**src/hw/pmcsr_pkg.sv**
```systemverilog
// Constants and state types for the power-management register bank.
// What this block does
// - Wake-event flag sets whenever a wake request occurs, enable or not.
// - Writing one to the wake-event flag clears it and releases the wake output, unless a wake request arrives in the same cycle.
// - Writing zero to the wake-event flag position changes nothing.
// - Data scale and data select fields always read as zeros.
// - The wake output is driven only while the wake-assert enable is set.
// - The wake-assert enable is cleared by global reset, not bus-side reset.
// - Wake context bits survive bus-side reset while wake is enabled.
// - Power state field encodes 00 D0, 01 D1, 10 D2, 11 D3hot.
// - The control/status register survives the D3hot-to-D0 internal reset.
// - A D3hot-to-D0 change resets the rest of the function's registers.
// - Reserved bits 7-2 and extension bits 5-0 read as zeros.
// - The bus power/clock control enable bit always reads as one.
// - The D3 secondary-action bit reads one: D3hot stops the secondary clock.
// - With bus power/clock control off, power state leaves secondary bus alone.
package pmcsr_pkg;

    // ****************************************
    // Register map
    // ****************************************
    localparam logic [5:0] PMCSR_CSR_DWORD = 6'h29;
    localparam logic [7:0] PMCSR_CSR_OFFSET = 8'ha4;
    localparam logic [7:0] PMCSR_EXT_OFFSET = 8'ha6;
    localparam logic [15:0] PMCSR_CSR_RESET = 16'h0000;
    localparam logic [7:0] PMCSR_EXT_RESET = 8'hc0;

    // ****************************************
    // Field positions
    // ****************************************
    localparam int PMCSR_FLAG_BIT = 15;
    localparam int PMCSR_ALLOW_BIT = 8;
    localparam int PMCSR_STATE_LSB = 0;
    localparam int PMCSR_BPCC_BIT = 7;
    localparam int PMCSR_D3ACT_BIT = 6;
    localparam logic [31:0] PMCSR_CYCLES_RESET = 32'h0;

    typedef enum logic [1:0]
    {
        PMCSR_D0 = 2'h0,
        PMCSR_D1 = 2'h1,
        PMCSR_D2 = 2'h2,
        PMCSR_D3HOT = 2'h3
    } pmcsr_pstate_t;

    typedef struct packed
    {
        logic wake_event_flag;
        logic wake_assert_allow;
        pmcsr_pstate_t power_state_field;
        logic wake_out;
        logic func_reset;
        logic sec_clk_stop;
        logic rvalid;
        logic [31:0] rdata;
    } pmcsr_state_t;

endpackage : pmcsr_pkg

```
**src/hw/pmcsr_bank.sv**
```systemverilog
// Power-management control/status registers reached by configuration cycles.
`timescale 1ns/1ns
`default_nettype none
module pmcsr_bank
    import pmcsr_pkg::*;
(
    input wire logic core_clk,
    input wire logic rst,
    input wire logic bus_side_reset,
    input wire logic wake_request,
    input wire logic cfg_wr,
    input wire logic cfg_rd,
    input wire logic [5:0] cfg_dword,
    input wire logic [3:0] cfg_be,
    input wire logic [31:0] cfg_wdata,
    output logic [31:0] cfg_rdata,
    output logic cfg_rvalid,
    output logic wake_out,
    output logic func_reset,
    output logic sec_clk_stop
);

    // ****************************************
    // Bus-side reset synchroniser
    // ****************************************
    logic bus_reset_sync;

    pmcsr_sync u_bus_reset_sync
    (
        .core_clk(core_clk),
        .rst(rst),
        .async_in(bus_side_reset),
        .sync_out(bus_reset_sync)
    );

    // ****************************************
    // State update
    // ****************************************
    pmcsr_state_t state;
    pmcsr_state_t next_state;
    logic hit;
    logic [15:0] csr_view;
    logic [7:0] ext_view;
    logic clear_flag;

    always_comb
    begin
        next_state = state;
        hit = (cfg_dword == PMCSR_CSR_DWORD);
        ext_view = PMCSR_EXT_RESET;
        csr_view = 16'h0000;
        csr_view[PMCSR_FLAG_BIT] = state.wake_event_flag;
        csr_view[PMCSR_ALLOW_BIT] = state.wake_assert_allow;
        csr_view[PMCSR_STATE_LSB +: 2] = state.power_state_field;
        clear_flag = cfg_wr && hit && cfg_be[1]
            && cfg_wdata[PMCSR_FLAG_BIT];

        next_state.func_reset = 1'b0;
        next_state.rvalid = cfg_rd;
        next_state.rdata = 32'h0;
        if (cfg_rd && hit)
        begin
            next_state.rdata = {8'h00, ext_view, csr_view};
        end

        if (cfg_wr && hit)
        begin
            if (cfg_be[1])
            begin
                next_state.wake_assert_allow = cfg_wdata[PMCSR_ALLOW_BIT];
            end
            if (cfg_be[0])
            begin
                next_state.power_state_field =
                    pmcsr_pstate_t'(cfg_wdata[PMCSR_STATE_LSB +: 2]);
                // The CSR itself keeps its contents across this pulse.
                if (state.power_state_field == PMCSR_D3HOT
                    && cfg_wdata[PMCSR_STATE_LSB +: 2] == PMCSR_D0)
                begin
                    next_state.func_reset = 1'b1;
                end
            end
        end

        if (clear_flag)
        begin
            next_state.wake_event_flag = 1'b0;
        end
        if (wake_request)
        begin
            next_state.wake_event_flag = 1'b1;
        end

        // Bus-side reset spares the wake context only while wake is enabled.
        if (bus_reset_sync)
        begin
            next_state.power_state_field = PMCSR_D0;
            next_state.func_reset = 1'b0;
            if (!state.wake_assert_allow)
            begin
                next_state.wake_event_flag = wake_request;
                next_state.wake_assert_allow = 1'b0;
            end
            else
            begin
                next_state.wake_assert_allow = state.wake_assert_allow;
            end
        end

        next_state.wake_out = next_state.wake_event_flag
            && next_state.wake_assert_allow;
        next_state.sec_clk_stop = ext_view[PMCSR_BPCC_BIT]
            && ext_view[PMCSR_D3ACT_BIT]
            && next_state.power_state_field == PMCSR_D3HOT;
    end

    // ****************************************
    // Registers
    // ****************************************
    always_ff @(posedge core_clk or posedge rst)
    begin
        if (rst)
        begin
            state <= '0;
        end
        else
        begin
            state <= next_state;
        end
    end

    assign cfg_rdata = state.rdata;
    assign cfg_rvalid = state.rvalid;
    assign wake_out = state.wake_out;
    assign func_reset = state.func_reset;
    assign sec_clk_stop = state.sec_clk_stop;

endmodule : pmcsr_bank
`default_nettype wire

```
**src/hw/pmcsr_sync.sv**
```systemverilog
// Three-stage synchroniser for a level arriving from outside the clock domain.
`timescale 1ns/1ns
`default_nettype none
module pmcsr_sync
(
    input wire logic core_clk,
    input wire logic rst,
    input wire logic async_in,
    output var logic sync_out
);

    logic [2:0] stages;

    // The level changes only once the second and third stages agree.
    always_ff @(posedge core_clk or posedge rst)
    begin
        if (rst)
        begin
            stages <= 3'h0;
            sync_out <= 1'b0;
        end
        else
        begin
            stages <= {stages[1:0], async_in};
            if (stages[1] == stages[2])
            begin
                sync_out <= stages[2];
            end
        end
    end

endmodule : pmcsr_sync
`default_nettype wire

```
**config.mk**
```make
export PLATFORM = sky130hd
export DESIGN_NAME = pmcsr_bank
export DESIGN_NICKNAME = d
export VERILOG_FILES = /design/src/hw/pmcsr_pkg.sv /design/src/hw/pmcsr_bank.sv /design/src/hw/pmcsr_sync.sv
export SDC_FILE = /design/constraint.sdc
export NUM_CORES = 1
export LEC_CHECK = 0
export BUFFER_PORTS_ARGS = -buffer_cell sky130_fd_sc_hd__buf_2
export CAP_MARGIN = 20
export CORE_AREA = 2 2 49 56
export DETAILED_ROUTE_END_ITERATION = 6
export DIE_AREA = 0 0 51 58
export PLACE_DENSITY = 0.82
export SLEW_MARGIN = 25
export SYNTH_ARGS = -nofsm -noshare
export SYNTH_HDL_FRONTEND = slang
export SYNTH_SLANG_ARGS = --single-unit
```
**constraint.sdc**
```tcl
create_clock -name core_clk -period 1.9 [get_ports core_clk]
set_input_delay 0.38 -clock core_clk [delete_from_list [all_inputs] [get_ports core_clk]]
set_output_delay 0.38 -clock core_clk [all_outputs]
set_load 0.02 [all_outputs]
```
After elaboration in Yosys (flattened, before gate mapping). Cells that the tools add are included.

Memories kept: 0. Register bits after elaboration: 36. Memory bits (read-only): 0. Bits in latches: 0. Output and inout bits: 36. Bits in writable memories: 0. Word-level logic and storage cells: 34.

Eq/ne operators: 4. Bitwise operators: 0. Div/mod/pow operators: 0. Reductions and logical operators: 7. Multiplexer cells: 13. $mul: 0. $add $sub $neg: 0. Shifts and indexed selects: 0. $lt $le $gt $ge: 0.

Operator list (count): $mux W24 (1); $mux W1 (9); $eq A6 B6 Y1 const B (1); $logic_and A1 B1 Y1 (6); $eq A2 B2 Y1 const B (2); $mux W4 (1); $mux W3 (1); $logic_not A2 Y1 (1); $mux W2 (1); $eq A1 B1 Y1 (1).

Longest topological paths before layout. Gate-level depths: netlist of run 1.

Word-level depth: 9. Gate-level depth with buffers: 4.

Cells and area by module. A second synthesis of run 1 with hierarchy kept.

Cells, all modules: 83. Area total of the unflattened synthesis: 900.9 um^2.

By module, submodules not included: pmcsr_bank (instances 1, area each 785.8 um^2, sequential area each 325.3 um^2, cells each 77); pmcsr_sync (instances 1, area each 115.1 um^2, sequential area each 100.1 um^2, cells each 6).

Worst setup path after synthesis of run 1. No wires, ideal clock.

Path type: input to register. From: in cfg_dword[2]. To: reg state, in the netlist sec_clk_stop. Slack: 585 ps. Stages: 3. Library setup time: 73 ps. Buffers on the path: 0. Arrival time: 1241 ps. Path through: nand4bb_4 -> or4_4 -> a21oi_2.

RTL lines: from (decl) (RTL line pmcsr_bank.sv:13) `input wire logic [5:0] cfg_dword,`; to (signal assigned) (RTL line pmcsr_bank.sv:128) `state <= next_state;`; to (decl) (RTL line pmcsr_bank.sv:39) `pmcsr_state_t state;`.

==> results of run 1 <==
-- through the flow --
stage               total power [mW]  instance area (µm²)
floorplan                      0.510                  990
global route                   0.717                  985
finish                         0.681                  985
detailed placement             0.503                  957
CTS                            0.691                  985
global placement               0.500                  957
-- worst max path at each step --
stage	from	slack, ns	cells after the start	end
finish	cfg_rdata[22]	0.70	1	cfg_rdata[23]
global route	cfg_dword[2]	0.61	4	wake_out
CTS	cfg_rdata[22]	0.68	1	cfg_rdata[23]
detailed placement	cfg_dword[2]	0.41	4	sec_clk_stop
global placement	cfg_dword[2]	0.43	4	sec_clk_stop
floorplan	cfg_dword[2]	0.59	3	sec_clk_stop
-- layout make-up --
class / instances / area share (%)
Inverter: 4 / 1.52
Clock inverter: 1 / 0.508
Sequential cell: 17 / 43.2
Clock buffer: 3 / 2.29
Tap cell: 31 / 3.94
Multi-Input combinational cell: 58 / 34.8
Timing Repair Buffer: 27 / 13.7
-- power breakdown --
| part | switching, mW | leakage, nW | internal [mW] | total, mW |
|---|---|---|---|---|
| clock | 0.106 | 0.0177 | 0.0783 | 0.184 |
| combinational | 0.0830 | 0.295 | 0.0302 | 0.113 |
| sequential | 0.00927 | 0.212 | 0.375 | 0.384 |
| total | 0.198 | 0.525 | 0.483 | 0.681 |
-- cells in the final DEF (no fill, tap or decap), types with 2 or more instances in the layout --
| master | Yosys | routed |
|---|---|---|
| o31ai_1 | 2 | 2 |
| conb_1 | 1 | 26 |
| nand4_1 | 3 | 3 |
| a21oi_1 | 2 | 2 |
| a31o_2 | 2 | 2 |
| dfrtp_1 | 17 | 17 |
| clkbuf_4 | 0 | 3 |
| buf_2 | 0 | 27 |
| and2_1 | 4 | 4 |
| inv_1 | 4 | 4 |
| nand2_1 | 5 | 5 |
-- cells by family (layout without fill, tap and decap cells) --
family	count (synthesis)	in the layout	share of synthesized area, %
compound gates	9	9	7.54
fa+ha+maj	1	1	1.12
buf+inv	32	35	24.7
flops	17	17	47.5
other cells	1	26	0.419
simple gates	22	22	18.7
-- sequential cells by signal, summed over array words and instances (netlist names) --
signal and count:
wake_out 1, u_bus_reset_sync.sync_out 1, cfg_rvalid 1, csr_view 4
sec_clk_stop 1, u_bus_reset_sync.stages 3, func_reset 1, cfg_rdata 5
-- per-layer routing --
layer | up-vias | track usage, % | wire length, µm
met5 | - | 0 | 0
li1 | 282 | - | -
met1 | 266 | 10.7 | 570
met3 | 2 | 1.55 | 150
met4 | 0 | 6.95 | 15
met2 | 39 | 17.1 | 707
==> flow_metrics.tcl, run 1 <==
set metrics [dict create \
    instances_no_fill 141 \
    syn_avg_cell_area_um2 10.9 \
    r2r-end "wake_out" \
    syn2layout_area_growth_pct 9.92 \
    crit_chain "buf_2" \
    path_buf_inv 1 \
    crit_slowest_cell "dfrtp_1" \
    max_slew_margin_pct 60.8 \
    yosys_warnings 0 \
    ys_ff_latch 17 \
    power.density_mw_per_mm2 692 \
    dieArea_mm2 0.00296 \
    crit_family "flip-flops" \
    path_max_fanout 2 \
    crit_type "register to primary output" \
    syn_area_um2 896 \
    seq_area_um2 425 \
    top_level_ports 84 \
    hold_slack_ns 0.140 \
    yosysUniqueCellTypes 25 \
    cts_resized 0 \
    cts-root-buf "clkbuf_4" \
    synth_top_area_share_pct 47.5 \
    fmax_mhz 833 \
    cts_setup_buffers 0 \
    crit_path_end_kind "primary output" \
    fp.dieW_um 51 \
    fin_crit_ns 1.20 \
    synth_area_leaders "dfrtp_1, buf_4, nand4bb_4" \
    finalSetupViolCount 0 \
    drv_cap 0 \
    yosysTopAreaCell "dfrtp_1" \
    via_count 589 \
    hold_viol_final 0 \
    synth-edff-count 0 \
    clock-sinks 17 \
    start_util_pct 37.3 \
    grt_pass1_wl_um 2130 \
    routed_wl_um 1440 \
    required_ns 1.52 \
    arrival_ns 0.82 \
    rows 19 \
    r2r-start "u_bus_reset_sync.sync_out" \
    antenna_found_initial 0 \
    drc 0 \
    n_antenna_cell 0 \
    postRouteAntennaNets 0 \
    synth_commonest_cells "buf_4, dfrtp_1, nand2_1" \
    clk_pin_slew_ns 0.09 \
    fin_crit_sh_pct 63.2 \
    wl_per_cell_um 10.2 \
    synthArstFlopShare_pct 100 \
    peakVddDrop_mv 0.259 \
    die_h_um 58 \
    finalMaxSlewViolations 0 \
    core_mm2 0.00240 \
    cts_tree "done" \
    worstMarginPinSlew_ns 0.587 \
    fin_nets 159 \
    yosysMostFrequentCell "buf_4" \
    firstDrtPassIters 4 \
    max_stage_delay_ns 0.38 \
    synth_seq_area_share_pct 47.5 \
    fillers 247 \
    rr_worst_depth 3 \
    numCtsBuffers 3 \
    regToRegSetupSlack_ns 0.76 \
    setup-tns-final_ns 0 \
    clock_latency_ns 0.28 \
    grt_pass1_vias 512 \
    place.port_buffers 27 \
    hold_class "input port to asynchronous set/reset pin" \
    power.leakage_nw 0.525 \
    syn-instance-count 82 \
    layout_setup_ws_ns 0.699 \
    holdBufCountCts 0 \
    route.detailed.vias_per_inst 4.18 \
    hpwl_um 1190 \
    status "finished, final reports clean" \
    grt.total_usage_pct 9.81 \
    placed_cells 137 \
    h-tree-depth 1 \
    drt-initial-drc-count 12 \
    place_ws_ns 0.413 \
    finalClockSkew_ns 0.000591 \
    multi_input_area_um2 343 \
    post-route-util_pct 41.0 \
    clk_path_buf_depth 2 \
    gp_congestion 0.708 \
    rsz0062_at_grt "no" \
    gr-total-overflow 0 \
    ys.flop_type "dfrtp_1" \
    crit_path_start_kind "register" \
    grt_max_degree 18 \
    drive_above_1_share_pct 33.6 \
]
Note: power is estimated with default switching activity, not from simulation.
==> run 2, diff against run 1 <==
- CORE_AREA: 2 2 49 56 -> 2 2 51 58
- DIE_AREA: 0 0 51 58 -> 0 0 53 60
- PLACE_DENSITY: 0.82 -> 0.77
- clock period: 1.9 -> 1.2 ns (I/O delays scaled with it)
==> flow_metrics.tcl, run 2 (synthesis gave the netlist of run 1 again) <==
set metrics [dict create \
    status "finished, final reports clean" \
    grt_pass1_wl_um 2420 \
    power.leakage_nw 0.568 \
    cts_resized 0 \
    fin_nets 168 \
    crit_path_end_kind "register" \
    clk_pin_slew_ns 0.09 \
    finalMaxSlewViolations 0 \
    drive_above_1_share_pct 37.8 \
    hold_slack_ns 0.0445 \
    final_common_cell "buf_2" \
    crit_type "register to register" \
    peakVddDrop_mv 0.443 \
    finalClockSkew_ns 0.00127 \
    use_met2_pct 18.9 \
    core_mm2 0.00263 \
    syn2layout_area_growth_pct 18.0 \
    start_util_pct 34.1 \
    gr-total-overflow 0 \
    wl_per_cell_um 10.5 \
    r2r-start "u_bus_reset_sync.sync_out" \
    drc 0 \
    fmax_mhz 902 \
    rsz0062_at_grt "no" \
    postRouteAntennaNets 0 \
    place_area_mm2 0.00101 \
    arrival_ns 1.35 \
    numCtsBuffers 3 \
    largest_register_ffs 5 \
    clock-sinks 17 \
    grt_max_degree 11 \
    hpwl_um 1290 \
    via_count 641 \
    fillers 266 \
    cts-root-buf "clkbuf_4" \
    drv_cap 0 \
    firstDrtPassIters 4 \
    gp_congestion 0.712 \
    hold_class "input port to register" \
    drt-initial-drc-count 8 \
    worstHoldStart "bus_side_reset" \
    place.port_buffers 27 \
    grt.met3_usage_pct 3.25 \
    grt_use_met1_pct 10.5 \
    route.detailed.vias_per_inst 4.22 \
    path_max_fanout 4 \
    fin_crit_sh_pct 92.4 \
    busiest_layer "met2" \
    cts_tree "done" \
    h-tree-depth 1 \
    power.density_mw_per_mm2 1060 \
    rows 20 \
    fp.dieW_um 53 \
    fin_crit_ns 1.11 \
    grt_pass1_vias 586 \
    clock_latency_ns 0.29 \
    crit_path_start_kind "register" \
    fin_area_mm2 0.00106 \
    hold_viol_final 0 \
    top_level_ports 84 \
    required_ns 1.44 \
    grt.total_usage_pct 11.1 \
    setup.worst_path.start "u_bus_reset_sync.sync_out" \
    finalSetupViolCount 0 \
    final_cell_mix "buf_2, conb_1, dfrtp_1, buf_4, nand2_1" \
    die_h_um 60 \
    clk_path_buf_depth 2 \
    antenna_found_initial 0 \
    routed_wl_um 1590 \
    dieArea_mm2 0.00318 \
    n_antenna_cell 0 \
]
-- run 2: per-layer routing --
| metal | up-vias | part of all wire [%] |
|---|---|---|
| li1 | 301 | - |
| met1 | 288 | 36 |
| met2 | 48 | 48 |
| met3 | 4 | 13 |
| met4 | 0 | 2.5 |
| met5 | - | 0 |
-- run 2: final timing paths --
kind | end | slack [ns] | depth (start not counted)
min in group asynchronous | cfg_rvalid | 0.47 | 4
max in group asynchronous | wake_out | 0.60 | 4
max | func_reset | 0.09 | 3
min | u_bus_reset_sync.stages[0] | 0.04 | 1
max reg2reg | func_reset | 0.09 | 3
min reg2reg | u_bus_reset_sync.stages[1] | 0.39 | 0
-- run 2: through the flow --
stage / worst slack, ns / utilization [%] / instances / power [mW] / TNS (ns)
floorplan: 0.0252 / - / 107 / 0.807 / 0
global placement: -0.125 / 38.5 / 146 / 0.814 / -0.331
detailed placement: -0.136 / 38.5 / 146 / 0.820 / -0.321
CTS: 0.0685 / 40.0 / 151 / 1.13 / 0
global route: 0.00784 / 40.2 / 152 / 1.18 / 0
finish: 0.0915 / 40.2 / 152 / 1.12 / 0
-- run 2: area by class of cell --
class	instances	area, µm²	area share, %
sequential	17	425	40.2
multi-input combinational	58	343	32.4
timing repair buffer	36	205	19.4
tap	33	41.3	3.91
clock buffer	3	22.5	2.13
inverter	4	15.0	1.42
clock inverter	1	5.00	0.473
-- run 2: what timing repair did --
action,in CTS,in global routing
setup endpoints to repair,0,1
setup buffers,0,1
hold buffers,1,0
endpoints found under the hold margin,17,0
-- run 2: where the power goes --
part	switching [mW]	total, mW	leakage [nW]	internal, mW
clock	0.178	0.302	0.0177	0.124
combinational	0.141	0.212	0.338	0.0711
sequential	0.0114	0.605	0.212	0.593
total	0.330	1.12	0.568	0.789
-- run 2: worst max-delay path, stage by stage, from the launching register on --
cell and delay, ns:
dfrtp_1 0.43, buf_4 0.17, nor4_1 0.24, and4_1 0.21
